--- config.mk ---
export PLATFORM = sky130hd
export DESIGN_NAME = htf_decode
export DESIGN_NICKNAME = d
export VERILOG_FILES = /design/src/htf_pkg.sv /design/src/htf_decode.sv
export SDC_FILE = /design/constraint.sdc
export NUM_CORES = 1
export LEC_CHECK = 0
export ABC_AREA = 1
export ABC_CLOCK_PERIOD_IN_PS = 1950
export BUFFER_PORTS_ARGS = -buffer_cell sky130_fd_sc_hd__buf_2
export CAP_MARGIN = 40
export CORE_MARGIN = 2
export CORE_UTILIZATION = 50
export DETAILED_ROUTE_END_ITERATION = 10
export GPL_ROUTABILITY_DRIVEN = 0
export GPL_TIMING_DRIVEN = 0
export PLACE_DENSITY_LB_ADDON = 0.15
export SYNTH_ARGS = -nofsm -noshare
export SYNTH_HDL_FRONTEND = slang
export SYNTH_SLANG_ARGS = --single-unit
--- constraint.sdc ---
create_clock -name aclk -period 1.95 [get_ports aclk]
set_clock_uncertainty 0.15 [all_clocks]
set_input_delay 0.0975 -clock aclk [delete_from_list [all_inputs] [get_ports aclk]]
set_output_delay 0.0975 -clock aclk [all_outputs]
set_load 0.01 [all_outputs]
--- src/htf_pkg.sv ---
/*
 Package for the host transport receive decoder: register offsets,
 field positions, reset values, state encoding and carrier structs.
 Assumes a 32-bit AXI4-Lite register bus and one core clock.
*/
package htf_pkg;
	// Register byte offsets
	localparam logic [7:0] CTRL_OFF = 8'h00;
	localparam logic [7:0] STAT_OFF = 8'h04;
	localparam logic [7:0] SHADOW_OFF = 8'h08;
	localparam logic [7:0] HOLD_OFF = 8'h0c;
	localparam logic [7:0] COUNT_OFF = 8'h10;
	// Control register bit positions
	localparam int CTRL_SOFT_RESET_BIT_BIT = 0;
	localparam int CTRL_DEVRST_BIT = 1;
	localparam int CTRL_IRQCLR_BIT = 2;
	// Shadow status bit positions
	localparam int BUSY_BIT = 7;
	localparam int DREQ_BIT = 3;
	// Outbound frame payload limit in dwords
	localparam logic [11:0] MAX_DWORDS = 12'h800;
	localparam logic [7:0] STATUS_RESET = 8'h80;
	localparam logic [1:0] RESP_OKAY = 2'h0;
	localparam logic [1:0] RESP_SLVERR = 2'h2;
	// Frame type codes offered by the link layer
	localparam logic [7:0] TYPE_REG_D2H = 8'h34;
	localparam logic [7:0] TYPE_DEV_BITS = 8'ha1;
	localparam logic [7:0] TYPE_DMA_ACT = 8'h39;

	typedef enum logic [3:0] {
		transport_idle_state = 4'h0,
		reg_frame_unpack_state = 4'h1,
		reg_frame_status_state = 4'h2,
		dev_bits_receive_state = 4'h3,
		dev_bits_load_state = 4'h4,
		dma_activate_check_state = 4'h5,
		dma_out_wait_init_state = 4'h6,
		dma_out_transfer_state = 4'h7,
		dma_end_state = 4'h8,
		dma_in_transfer_state = 4'h9
	} htf_state_e;

	// Register frame content as held and shadowed
	typedef struct packed {
		logic [7:0] status;
		logic [7:0] error;
		logic [7:0] device;
		logic [7:0] sector_count;
		logic [47:0] lba;
		logic irq;
	} htf_regs_s;

	// Set device bits frame fields
	typedef struct packed {
		logic [2:0] status_high_field;
		logic [2:0] status_low_field;
		logic [7:0] error;
		logic irq;
	} htf_devbits_s;

	// Commands toward the link layer
	typedef struct packed {
		logic close_frame;
		logic append_crc_end;
		logic sync_escape;
		logic error_status;
	} htf_link_cmd_s;
endpackage

--- src/htf_decode.sv ---
/*
 Host transport receive decoder: register, set-device-bits and DMA
 activate frame handling with an AXI4-Lite register slave.
 Assumes the link layer presents decoded fields and one-cycle pulses
 synchronous to aclk, and a DMA controller with level handshakes.
*/
// Added by the designer: the address map and register access over AXI4-Lite.
`timescale 1ns/1ps
`default_nettype none

module htf_decode (
	// Clock and reset
	input wire logic aclk,
	input wire logic aresetn,
	// AXI4-Lite slave
	input wire logic [7:0] s_awaddr,
	input wire logic s_awvalid,
	output logic s_awready,
	input wire logic [31:0] s_wdata,
	input wire logic [3:0] s_wstrb,
	input wire logic s_wvalid,
	output logic s_wready,
	output logic [1:0] s_bresp,
	output logic s_bvalid,
	input wire logic s_bready,
	input wire logic [7:0] s_araddr,
	input wire logic s_arvalid,
	output logic s_arready,
	output logic [31:0] s_rdata,
	output logic [1:0] s_rresp,
	output logic s_rvalid,
	input wire logic s_rready,
	// Link layer receive side
	input wire logic link_frame_start,
	input wire logic [7:0] link_frame_type,
	input wire logic link_dma_dir_in,
	input wire htf_pkg::htf_regs_s link_reg_fields,
	input wire logic link_reg_field_valid,
	input wire logic link_frame_done,
	input wire htf_pkg::htf_devbits_s link_dev_bits,
	input wire logic link_end_status_valid,
	input wire logic link_end_status_error,
	input wire logic link_illegal_transition,
	input wire logic link_dma_abort,
	input wire logic link_data_dword,
	// Link layer commands
	output htf_pkg::htf_link_cmd_s link_cmd,
	output logic link_send_data,
	// DMA controller
	input wire logic dma_initialized,
	input wire logic dma_transfer_done,
	input wire logic dma_idle,
	input wire logic dma_error,
	output logic dma_activate,
	// Application status
	output logic interrupt_pending,
	output logic app_error,
	output logic [3:0] state_out
);
	htf_pkg::htf_state_e state, next_state;
	htf_pkg::htf_regs_s hold, next_hold, shadow, next_shadow;
	htf_pkg::htf_link_cmd_s next_link_cmd;
	logic [11:0] dword_count, next_dword_count;
	logic aborted, next_aborted;
	logic pend, next_pend, next_app_error, next_dma_activate;
	logic next_link_send_data;
	logic [2:0] ctrl, next_ctrl;
	logic reset_req;
	logic wr_go, irq_clr;

	// Soft reset bit or device reset command as one abort request
	assign reset_req = ctrl[htf_pkg::CTRL_SOFT_RESET_BIT_BIT] |
		ctrl[htf_pkg::CTRL_DEVRST_BIT];

	// Transport state machine next values
	always_comb begin
		next_state = state;
		next_hold = hold;
		next_shadow = shadow;
		next_link_cmd = '0;
		next_dword_count = dword_count;
		next_aborted = aborted;
		next_pend = 1'b0;
		next_app_error = 1'b0;
		next_dma_activate = 1'b0;
		next_link_send_data = 1'b0;
		case (state)
		htf_pkg::transport_idle_state: begin
			// Type indications are only looked at here, one frame at a time
			if (link_frame_start) begin
				if (link_frame_type == htf_pkg::TYPE_REG_D2H)
					next_state = htf_pkg::reg_frame_unpack_state;
				else if (link_frame_type == htf_pkg::TYPE_DEV_BITS)
					next_state = htf_pkg::dev_bits_receive_state;
				else if (link_frame_type == htf_pkg::TYPE_DMA_ACT)
					next_state = htf_pkg::dma_activate_check_state;
			end
		end
		htf_pkg::reg_frame_unpack_state: begin
			if (link_illegal_transition)
				next_state = htf_pkg::transport_idle_state;
			else begin
				if (link_reg_field_valid)
					next_hold = link_reg_fields;
				if (link_frame_done)
					next_state = htf_pkg::reg_frame_status_state;
			end
		end
		htf_pkg::reg_frame_status_state: begin
			if (link_illegal_transition)
				next_state = htf_pkg::transport_idle_state;
			else if (link_end_status_valid) begin
				next_state = htf_pkg::transport_idle_state;
				if (link_end_status_error) begin
					next_link_cmd.error_status = 1'b1;
				end else begin
					next_shadow = hold;
					if (hold.irq)
						next_pend = 1'b1;
				end
			end
		end
		htf_pkg::dev_bits_receive_state: begin
			if (link_illegal_transition)
				next_state = htf_pkg::transport_idle_state;
			else if (link_end_status_valid) begin
				if (link_end_status_error) begin
					next_link_cmd.error_status = 1'b1;
					next_state = htf_pkg::transport_idle_state;
				end else begin
					next_hold.status = {1'b0, link_dev_bits.status_high_field,
						1'b0, link_dev_bits.status_low_field};
					next_hold.error = link_dev_bits.error;
					next_hold.irq = link_dev_bits.irq;
					next_state = htf_pkg::dev_bits_load_state;
				end
			end
		end
		htf_pkg::dev_bits_load_state: begin
			next_shadow.error = hold.error;
			next_shadow.status[6:4] = hold.status[6:4];
			next_shadow.status[2:0] = hold.status[2:0];
			// Busy and data-request are simply not written here
			if (hold.irq && !shadow.status[htf_pkg::BUSY_BIT] &&
				!shadow.status[htf_pkg::DREQ_BIT])
				next_pend = 1'b1;
			next_state = htf_pkg::transport_idle_state;
		end
		htf_pkg::dma_activate_check_state: begin
			next_dword_count = '0;
			next_aborted = 1'b0;
			if (link_illegal_transition)
				next_state = htf_pkg::transport_idle_state;
			else if (link_end_status_valid) begin
				if (link_end_status_error) begin
					next_link_cmd.error_status = 1'b1;
					next_app_error = 1'b1;
					next_state = htf_pkg::transport_idle_state;
				end else if (link_dma_dir_in)
					next_state = htf_pkg::dma_in_transfer_state;
				else
					next_state = htf_pkg::dma_out_wait_init_state;
			end
		end
		htf_pkg::dma_out_wait_init_state: begin
			if (link_illegal_transition)
				next_state = htf_pkg::transport_idle_state;
			else if (reset_req) begin
				next_link_cmd.sync_escape = 1'b1;
				next_state = htf_pkg::transport_idle_state;
			end else if (dma_initialized)
				next_state = htf_pkg::dma_out_transfer_state;
		end
		htf_pkg::dma_out_transfer_state: begin
			next_dma_activate = 1'b1;
			next_link_send_data = 1'b1;
			if (link_illegal_transition)
				next_state = htf_pkg::transport_idle_state;
			else if (reset_req) begin
				next_dma_activate = 1'b0;
				next_link_send_data = 1'b0;
				next_link_cmd.sync_escape = 1'b1;
				next_state = htf_pkg::transport_idle_state;
			end else if (link_dma_abort) begin
				next_dma_activate = 1'b0;
				next_link_send_data = 1'b0;
				next_aborted = 1'b1;
				next_link_cmd.append_crc_end = 1'b1;
				next_state = htf_pkg::dma_end_state;
			end else if (dma_transfer_done) begin
				next_dma_activate = 1'b0;
				next_link_send_data = 1'b0;
				next_state = htf_pkg::dma_end_state;
			end else if (link_data_dword) begin
				next_dword_count = dword_count + 12'h001;
				if (next_dword_count == htf_pkg::MAX_DWORDS) begin
					next_dma_activate = 1'b0;
					next_link_send_data = 1'b0;
					next_link_cmd.close_frame = 1'b1;
					next_state = htf_pkg::dma_end_state;
				end
			end
		end
		htf_pkg::dma_in_transfer_state: begin
			// Controller runs only once initialized; frames held till then
			next_dma_activate = dma_initialized;
			if (link_illegal_transition)
				next_state = htf_pkg::transport_idle_state;
			else if (reset_req) begin
				next_dma_activate = 1'b0;
				next_link_cmd.sync_escape = 1'b1;
				next_state = htf_pkg::transport_idle_state;
			end else if (dma_transfer_done) begin
				next_dma_activate = 1'b0;
				next_state = htf_pkg::dma_end_state;
			end
		end
		htf_pkg::dma_end_state: begin
			if (link_illegal_transition)
				next_state = htf_pkg::transport_idle_state;
			else if (link_dma_abort) begin
				next_link_cmd.append_crc_end = 1'b1;
				next_aborted = 1'b1;
			end else if (dma_idle) begin
				next_app_error = dma_error | aborted;
				next_link_cmd.error_status = dma_error;
				next_state = htf_pkg::transport_idle_state;
			end
		end
		default: next_state = htf_pkg::transport_idle_state;
		endcase
		// Held flag drops on a clear, but a set in the same cycle wins
		next_pend = next_pend | (pend & !irq_clr);
	end

	// Transport state registers
	always_ff @(posedge aclk) begin
		if (!aresetn) begin
			state <= htf_pkg::transport_idle_state;
			hold <= '0;
			shadow <= '0;
			shadow.status <= htf_pkg::STATUS_RESET;
			link_cmd <= '0;
			dword_count <= '0;
			aborted <= 1'b0;
			pend <= 1'b0;
			app_error <= 1'b0;
			dma_activate <= 1'b0;
			link_send_data <= 1'b0;
		end else begin
			state <= next_state;
			hold <= next_hold;
			shadow <= next_shadow;
			link_cmd <= next_link_cmd;
			dword_count <= next_dword_count;
			aborted <= next_aborted;
			pend <= next_pend;
			app_error <= next_app_error;
			dma_activate <= next_dma_activate;
			link_send_data <= next_link_send_data;
		end
	end

	// Mirror flops so every output comes straight from a register
	always_ff @(posedge aclk) begin
		if (!aresetn) begin
			interrupt_pending <= 1'b0;
			state_out <= 4'h0;
		end else begin
			interrupt_pending <= next_pend;
			state_out <= next_state;
		end
	end

	// AXI4-Lite slave: write waits for both address and data
	logic next_awready, next_wready, next_bvalid, next_arready, next_rvalid;
	logic [1:0] next_bresp, next_rresp;
	logic [31:0] next_rdata;
	logic [7:0] aw_q, next_aw_q;
	logic [31:0] w_q, next_w_q;
	logic aw_have, next_aw_have, w_have, next_w_have;

	assign wr_go = aw_have && w_have && !s_bvalid;
	assign irq_clr = wr_go && aw_q == htf_pkg::CTRL_OFF &&
		w_q[htf_pkg::CTRL_IRQCLR_BIT];

	always_comb begin
		next_aw_have = aw_have;
		next_w_have = w_have;
		next_aw_q = aw_q;
		next_w_q = w_q;
		next_bvalid = s_bvalid;
		next_bresp = s_bresp;
		next_ctrl = ctrl;
		if (s_awvalid && s_awready) begin
			next_aw_have = 1'b1;
			next_aw_q = s_awaddr;
		end
		if (s_wvalid && s_wready) begin
			next_w_have = 1'b1;
			next_w_q = s_wstrb[0] ? s_wdata : 32'h00000000;
		end
		if (s_bvalid && s_bready)
			next_bvalid = 1'b0;
		if (wr_go) begin
			next_aw_have = 1'b0;
			next_w_have = 1'b0;
			next_bvalid = 1'b1;
			next_bresp = htf_pkg::RESP_OKAY;
			if (aw_q == htf_pkg::CTRL_OFF)
				next_ctrl = w_q[1:0] == 2'h0 ? 3'h0 : {1'b0, w_q[1:0]};
			else
				next_bresp = htf_pkg::RESP_SLVERR;
		end
		next_awready = !next_aw_have && !next_bvalid;
		next_wready = !next_w_have && !next_bvalid;
		next_rvalid = s_rvalid;
		next_rdata = s_rdata;
		next_rresp = s_rresp;
		if (s_rvalid && s_rready)
			next_rvalid = 1'b0;
		if (s_arvalid && s_arready) begin
			next_rvalid = 1'b1;
			next_rresp = htf_pkg::RESP_OKAY;
			case (s_araddr)
			htf_pkg::CTRL_OFF: next_rdata = {29'h0, ctrl};
			htf_pkg::STAT_OFF: next_rdata = {20'h0, aborted, app_error,
				pend, dma_activate, 4'h0, state};
			htf_pkg::SHADOW_OFF: next_rdata = {shadow.device,
				shadow.sector_count, shadow.error, shadow.status};
			htf_pkg::HOLD_OFF: next_rdata = {hold.device,
				hold.sector_count, hold.error, hold.status};
			htf_pkg::COUNT_OFF: next_rdata = {20'h0, dword_count};
			default: begin
				next_rdata = 32'h00000000;
				next_rresp = htf_pkg::RESP_SLVERR;
			end
			endcase
		end
		next_arready = !next_rvalid;
	end

	// Bus registers
	always_ff @(posedge aclk) begin
		if (!aresetn) begin
			aw_have <= 1'b0;
			w_have <= 1'b0;
			aw_q <= 8'h00;
			w_q <= 32'h00000000;
			s_awready <= 1'b0;
			s_wready <= 1'b0;
			s_bvalid <= 1'b0;
			s_bresp <= 2'h0;
			s_arready <= 1'b0;
			s_rvalid <= 1'b0;
			s_rdata <= 32'h00000000;
			s_rresp <= 2'h0;
			ctrl <= 3'h0;
		end else begin
			aw_have <= next_aw_have;
			w_have <= next_w_have;
			aw_q <= next_aw_q;
			w_q <= next_w_q;
			s_awready <= next_awready;
			s_wready <= next_wready;
			s_bvalid <= next_bvalid;
			s_bresp <= next_bresp;
			s_arready <= next_arready;
			s_rvalid <= next_rvalid;
			s_rdata <= next_rdata;
			s_rresp <= next_rresp;
			ctrl <= next_ctrl;
		end
	end
endmodule

`default_nettype wire

# Word-level counts from Yosys, hierarchy flattened

Cells that the tools add are included.

Register bits after elaboration: 244
Input port bits: 176
Output and inout bits: 53
Logic and storage cells: 238

Add/subtract/negate cells: 1
Equality and inequality tests: 43
Mux-type cells: 106
Bitwise operators: 9
Reductions and logical operators: 42

Operators by type and width:

| kind                                           | count |
|---|---|
| two-way mux 80 bit                             | 3 |
| two-way mux 81 bit                             | 2 |
| one-hot mux 32 bit (5 select lines)            | 1 |
| two-way mux 4 bit                              | 29 |
| two-way mux 12 bit                             | 5 |
| two-way mux 16 bit                             | 3 |
| two-way mux 1 bit                              | 44 |
| one-hot mux 4 bit (9 select lines)             | 1 |
| one-hot mux 16 bit (2 select lines)            | 1 |
| != test 2 bit (second input constant)          | 15 |
| one-hot mux 12 bit (2 select lines)            | 1 |
| one-hot mux 11 bit (2 select lines)            | 1 |
| != test 3 bit (second input constant)          | 6 |
| == test 4 x 3 -> 1 bit (second input constant) | 4 |
| == test 8 x 4 -> 1 bit (second input constant) | 2 |
| == test 8 x 6 -> 1 bit (second input constant) | 2 |
| zero test 8 bit                                | 2 |
| one-hot mux 1 bit (2 select lines)             | 7 |
| logical AND 1 bit                              | 13 |
| adder 12 x 1 -> 12 bit (second input constant) | 1 |
| == test 12 bit (second input constant)         | 1 |
| != test 4 bit (second input constant)          | 3 |
| != test 6 bit (second input constant)          | 2 |
| AND reduction 12 bit                           | 1 |
| 26 further kinds                               | 51 |

# Longest topological paths before layout

Depth in word-level cells: 9
Mapped depth: 15
Mapped depth without buffers: 15

# Least setup slack after synthesis

No wires, ideal clock.

Kind: flip-flop to flip-flop
Start point: reg dword_count[0]
End point: reg state_out[2]
Setup time: 0.113 ns
Arrival: 1.507 ns
Data required time: 1.687 ns
Slack: 0.180 ns
Stages on the path, launching flop included: 13
Path buffers: 0
Path through: dfxtp_1 -> ha_1 -> nand2_1 -> nor2_2 -> nand2_1 -> o21ai_1 -> nand2_1 -> nor2_2 -> nand2_1 -> nand2_2 -> nand2_4 -> nor2_1 -> nor2_1

Longest elaborated chain between the ends: 4

RTL lines:

| element                        | line              | RTL |
|---|---|---|
| from (decl)                    | htf_decode.sv:63  | `logic [11:0] dword_count, next_dword_count;` |
| from (signal assigned)         | htf_decode.sv:255 | `dword_count <= next_dword_count;` |
| adder 12 x 1 -> 12 bit         | htf_decode.sv:195 | `next_dword_count = dword_count + 12'h001;` |
| == test 12 bit                 | htf_decode.sv:196 | `if (next_dword_count == htf_pkg::MAX_DWORDS) begin` |
| != test 6 bit (no line)        | -                 |  |
| AND reduction 12 bit (no line) | -                 |  |
| to (signal assigned)           | htf_decode.sv:271 | `state_out <= next_state;` |
| to (decl)                      | htf_decode.sv:58  | `output logic [3:0] state_out` |

Every way passes these cells.
A chain may end at the register's enable or synchronous reset.

==> reports/metrics.cfg <==
[cells_and_area]
drive_gt1_frac=0.2328
mostFrequentLayoutCells=nand2_1 (189), buf_2 (150), dfxtp_1 (134)
final_common_cell=nand2_1
diodes=0
area_delta_synth_final_pct=42.36
fin_area_mm2=0.009225
nets=1359

[global_routing]
grt_use_met3=0.06638
grt_start_max_net_pins=17
grtUsageMet1=0.3793
grt_pass1_vias=7036
grt_antenna_before_repair=0
grt-busiest-layer=met2
overflow=0
met2_usage=0.5225
grt_pass1_wl_mm=34.22
grt_usage=0.3113

[setup_path]
rr_worst_depth=6
r2r_setup_slack_ns=0.05
start_kind=flip-flop
worstSetupEndpointType=flip-flop
critPathRequiredTime_ns=2.15
critPathMaxFanout=7
arrival_ns=2.10
critical_path_class=flip-flop to flip-flop

[floorplanning]
core_mm2=0.01262
die_area_mm2=0.01389
io_pins=229
chipWidth_um=117.8
initial_core_util=0.5135
chipHeight_um=117.8
rows=41

[route]
vias_per_cell=5.388
drc=0
drtPass1Iterations=6
ant_nets=0
vias=7360
drt_wl_total_mm=21.71
routedWlPerCell_um=15.89
drt_iter0_markers=697

[sta]
timing.hold.ws_ns=0.08418
period_share=0.9754
finalHoldViolations=0
rsz0062_at_grt=yes
finalCriticalPeriod_ns=1.902
worst_pin_slew_ns=0.6672
slew_headroom=0.5552
setup_viol=0
report.final.slew_viol_count=0
fmax_mhz=525.8

[hold_path]
hold_class=input pin to flip-flop
holdPathStages=7

[placement]
place_area_mm2=0.007425
io_buffers=145
post-dp-hpwl_mm=14.07

[synth]
ys_types=39
ys_seq_elements=144
synth_seq_area_share=0.4449
netlist_area_mm2=0.006480
netlist_instances=915
syn_avg_cell_area_um2=7.082
yosysWarningCount=0

[clock_tree]
clock-sinks=144
clock_path_buffers=2
cts_inserted_buffers=17
insertion_delay_ns=0.43
h-tree-depth=4
cts_tree=done
cts_root_buffer=clkbuf_16
path_clk_slew_ns=0.06

[pwr]
pwr-share-clk=0.433
leakage_nw=3.868
p_seq_frac=0.391
comb_power_share=0.176
powerDensity_mw_per_mm2=907.4
p_sw_frac=0.2824
intPower_mw=6.007
netSwitchingPower_mw=2.364
ir_drop_v=0.0006892

[flow_run]
cap_viol_max_count=0

[outcome]
outcome=completed

-- stage by stage --
step           setup WS [ns]  std cells  power, mW  setup TNS, ns  utilization
2_1_floorplan         0.1800        916      4.109              0            -
5_1_grt             -0.05229       1366      8.675        -0.4893       0.7310
4_1_cts             0.006147       1359      8.265              0       0.7167
6_report             0.04796       1366      8.371              0       0.7310
3_3_place_gp        -0.06696       1233      4.518         -1.120       0.5883
3_5_place_dp        -0.09075       1233      4.527         -1.442       0.5883
-- power by group through the flow --
stage | Combinational [mW] | Clock (mW) | Sequential [mW]
after floorplan | 0.815 | 0 | 3.29
after global placement | 1.20 | 0 | 3.32
after detailed placement | 1.21 | 0 | 3.32
after CTS | 1.37 | 3.63 | 3.26
after global routing | 1.61 | 3.77 | 3.29
final | 1.47 | 3.62 | 3.27
-- metal layers --
metal  wire (um)  part of all wire
met5           0                 0
met3        1440             0.066
met2       10190              0.47
met4         846             0.039
met1        9228              0.43
-- registers in the layout (all words and copies together) (netlist names), 2 cells and up --
signal and count:
ctrl 2, shadow 32, dword_count 12, w_q 3, state_out 4, hold 33, s_rdata 32, link_cmd 4
aw_q 8
-- layout make-up --
class,instances,area (um^2)
flip-flops and latches,144,2900
inverters,89,334.1
clock inverters,13,210.2
clock buffers,19,442.9
multi-input cells,637,3159
fillers,1073,3395
plain buffers,46,241.5
well taps,172,215.2
repair buffers,246,1722
-- cell families after synthesis --
kind of cell,Yosys count,synth area share
XOR/XNOR,1,0.001352
buffers and inverters,135,0.08592
other,1,0.0005787
AO/OA/AOI/OAI,263,0.2180
flip-flops,144,0.4449
adder cells (fa/ha/maj),2,0.003861
AND/OR/NAND/NOR,369,0.2454
-- path summary, 6_finish.rpt --
check / start / to
hold reg to reg: aw_have / s_awready
setup reg to reg: state_out[1] / dma_activate
setup / recovery: state_out[1] / dma_activate
hold / removal: link_dma_dir_in / state_out[0]
-- critical path: stages, from the launching register on --
cell and delay [ns]:
dfxtp_2 0.37, inv_2 0.14, nand2_1 0.13, nor2_2 0.22, nand3_1 0.09, dlygate4sd3_1 0.55
o21ai_0 0.16
-- Yosys cell counts (all sizes together) --
master	instances	area, um^2
a211oi	6	45.04
a21oi	133	665.6
a221oi	2	17.52
a22o	4	35.03
a22oi	2	15.01
a31oi	3	18.77
a41oi	2	17.52
buf	19	121.4
clkbuf	27	101.4
conb	1	3.750
dfxtp	144	2883
ha	2	25.02
inv	89	334.1
nand2	204	788.3
nand3	65	325.3
nand4	9	56.30
nor2	77	326.6
nor3	9	56.31
nor3b	1	12.51
nor4	3	18.77
o2111ai	1	8.760
o211ai	4	30.03
o21ai	95	486.7
o221ai	1	8.760
o22ai	9	56.30
o31ai	1	7.510
or2	1	6.260
xor2	1	8.760
-- repair_timing --
action,in CTS,in global routing
pin swaps,4,9
hold buffers,90,0
gates resized for setup,10,53
endpoints found under the setup margin,40,70
endpoints found under the hold margin,64,0
buffers inserted,4,7
Note: power is estimated with default switching activity, not from simulation.
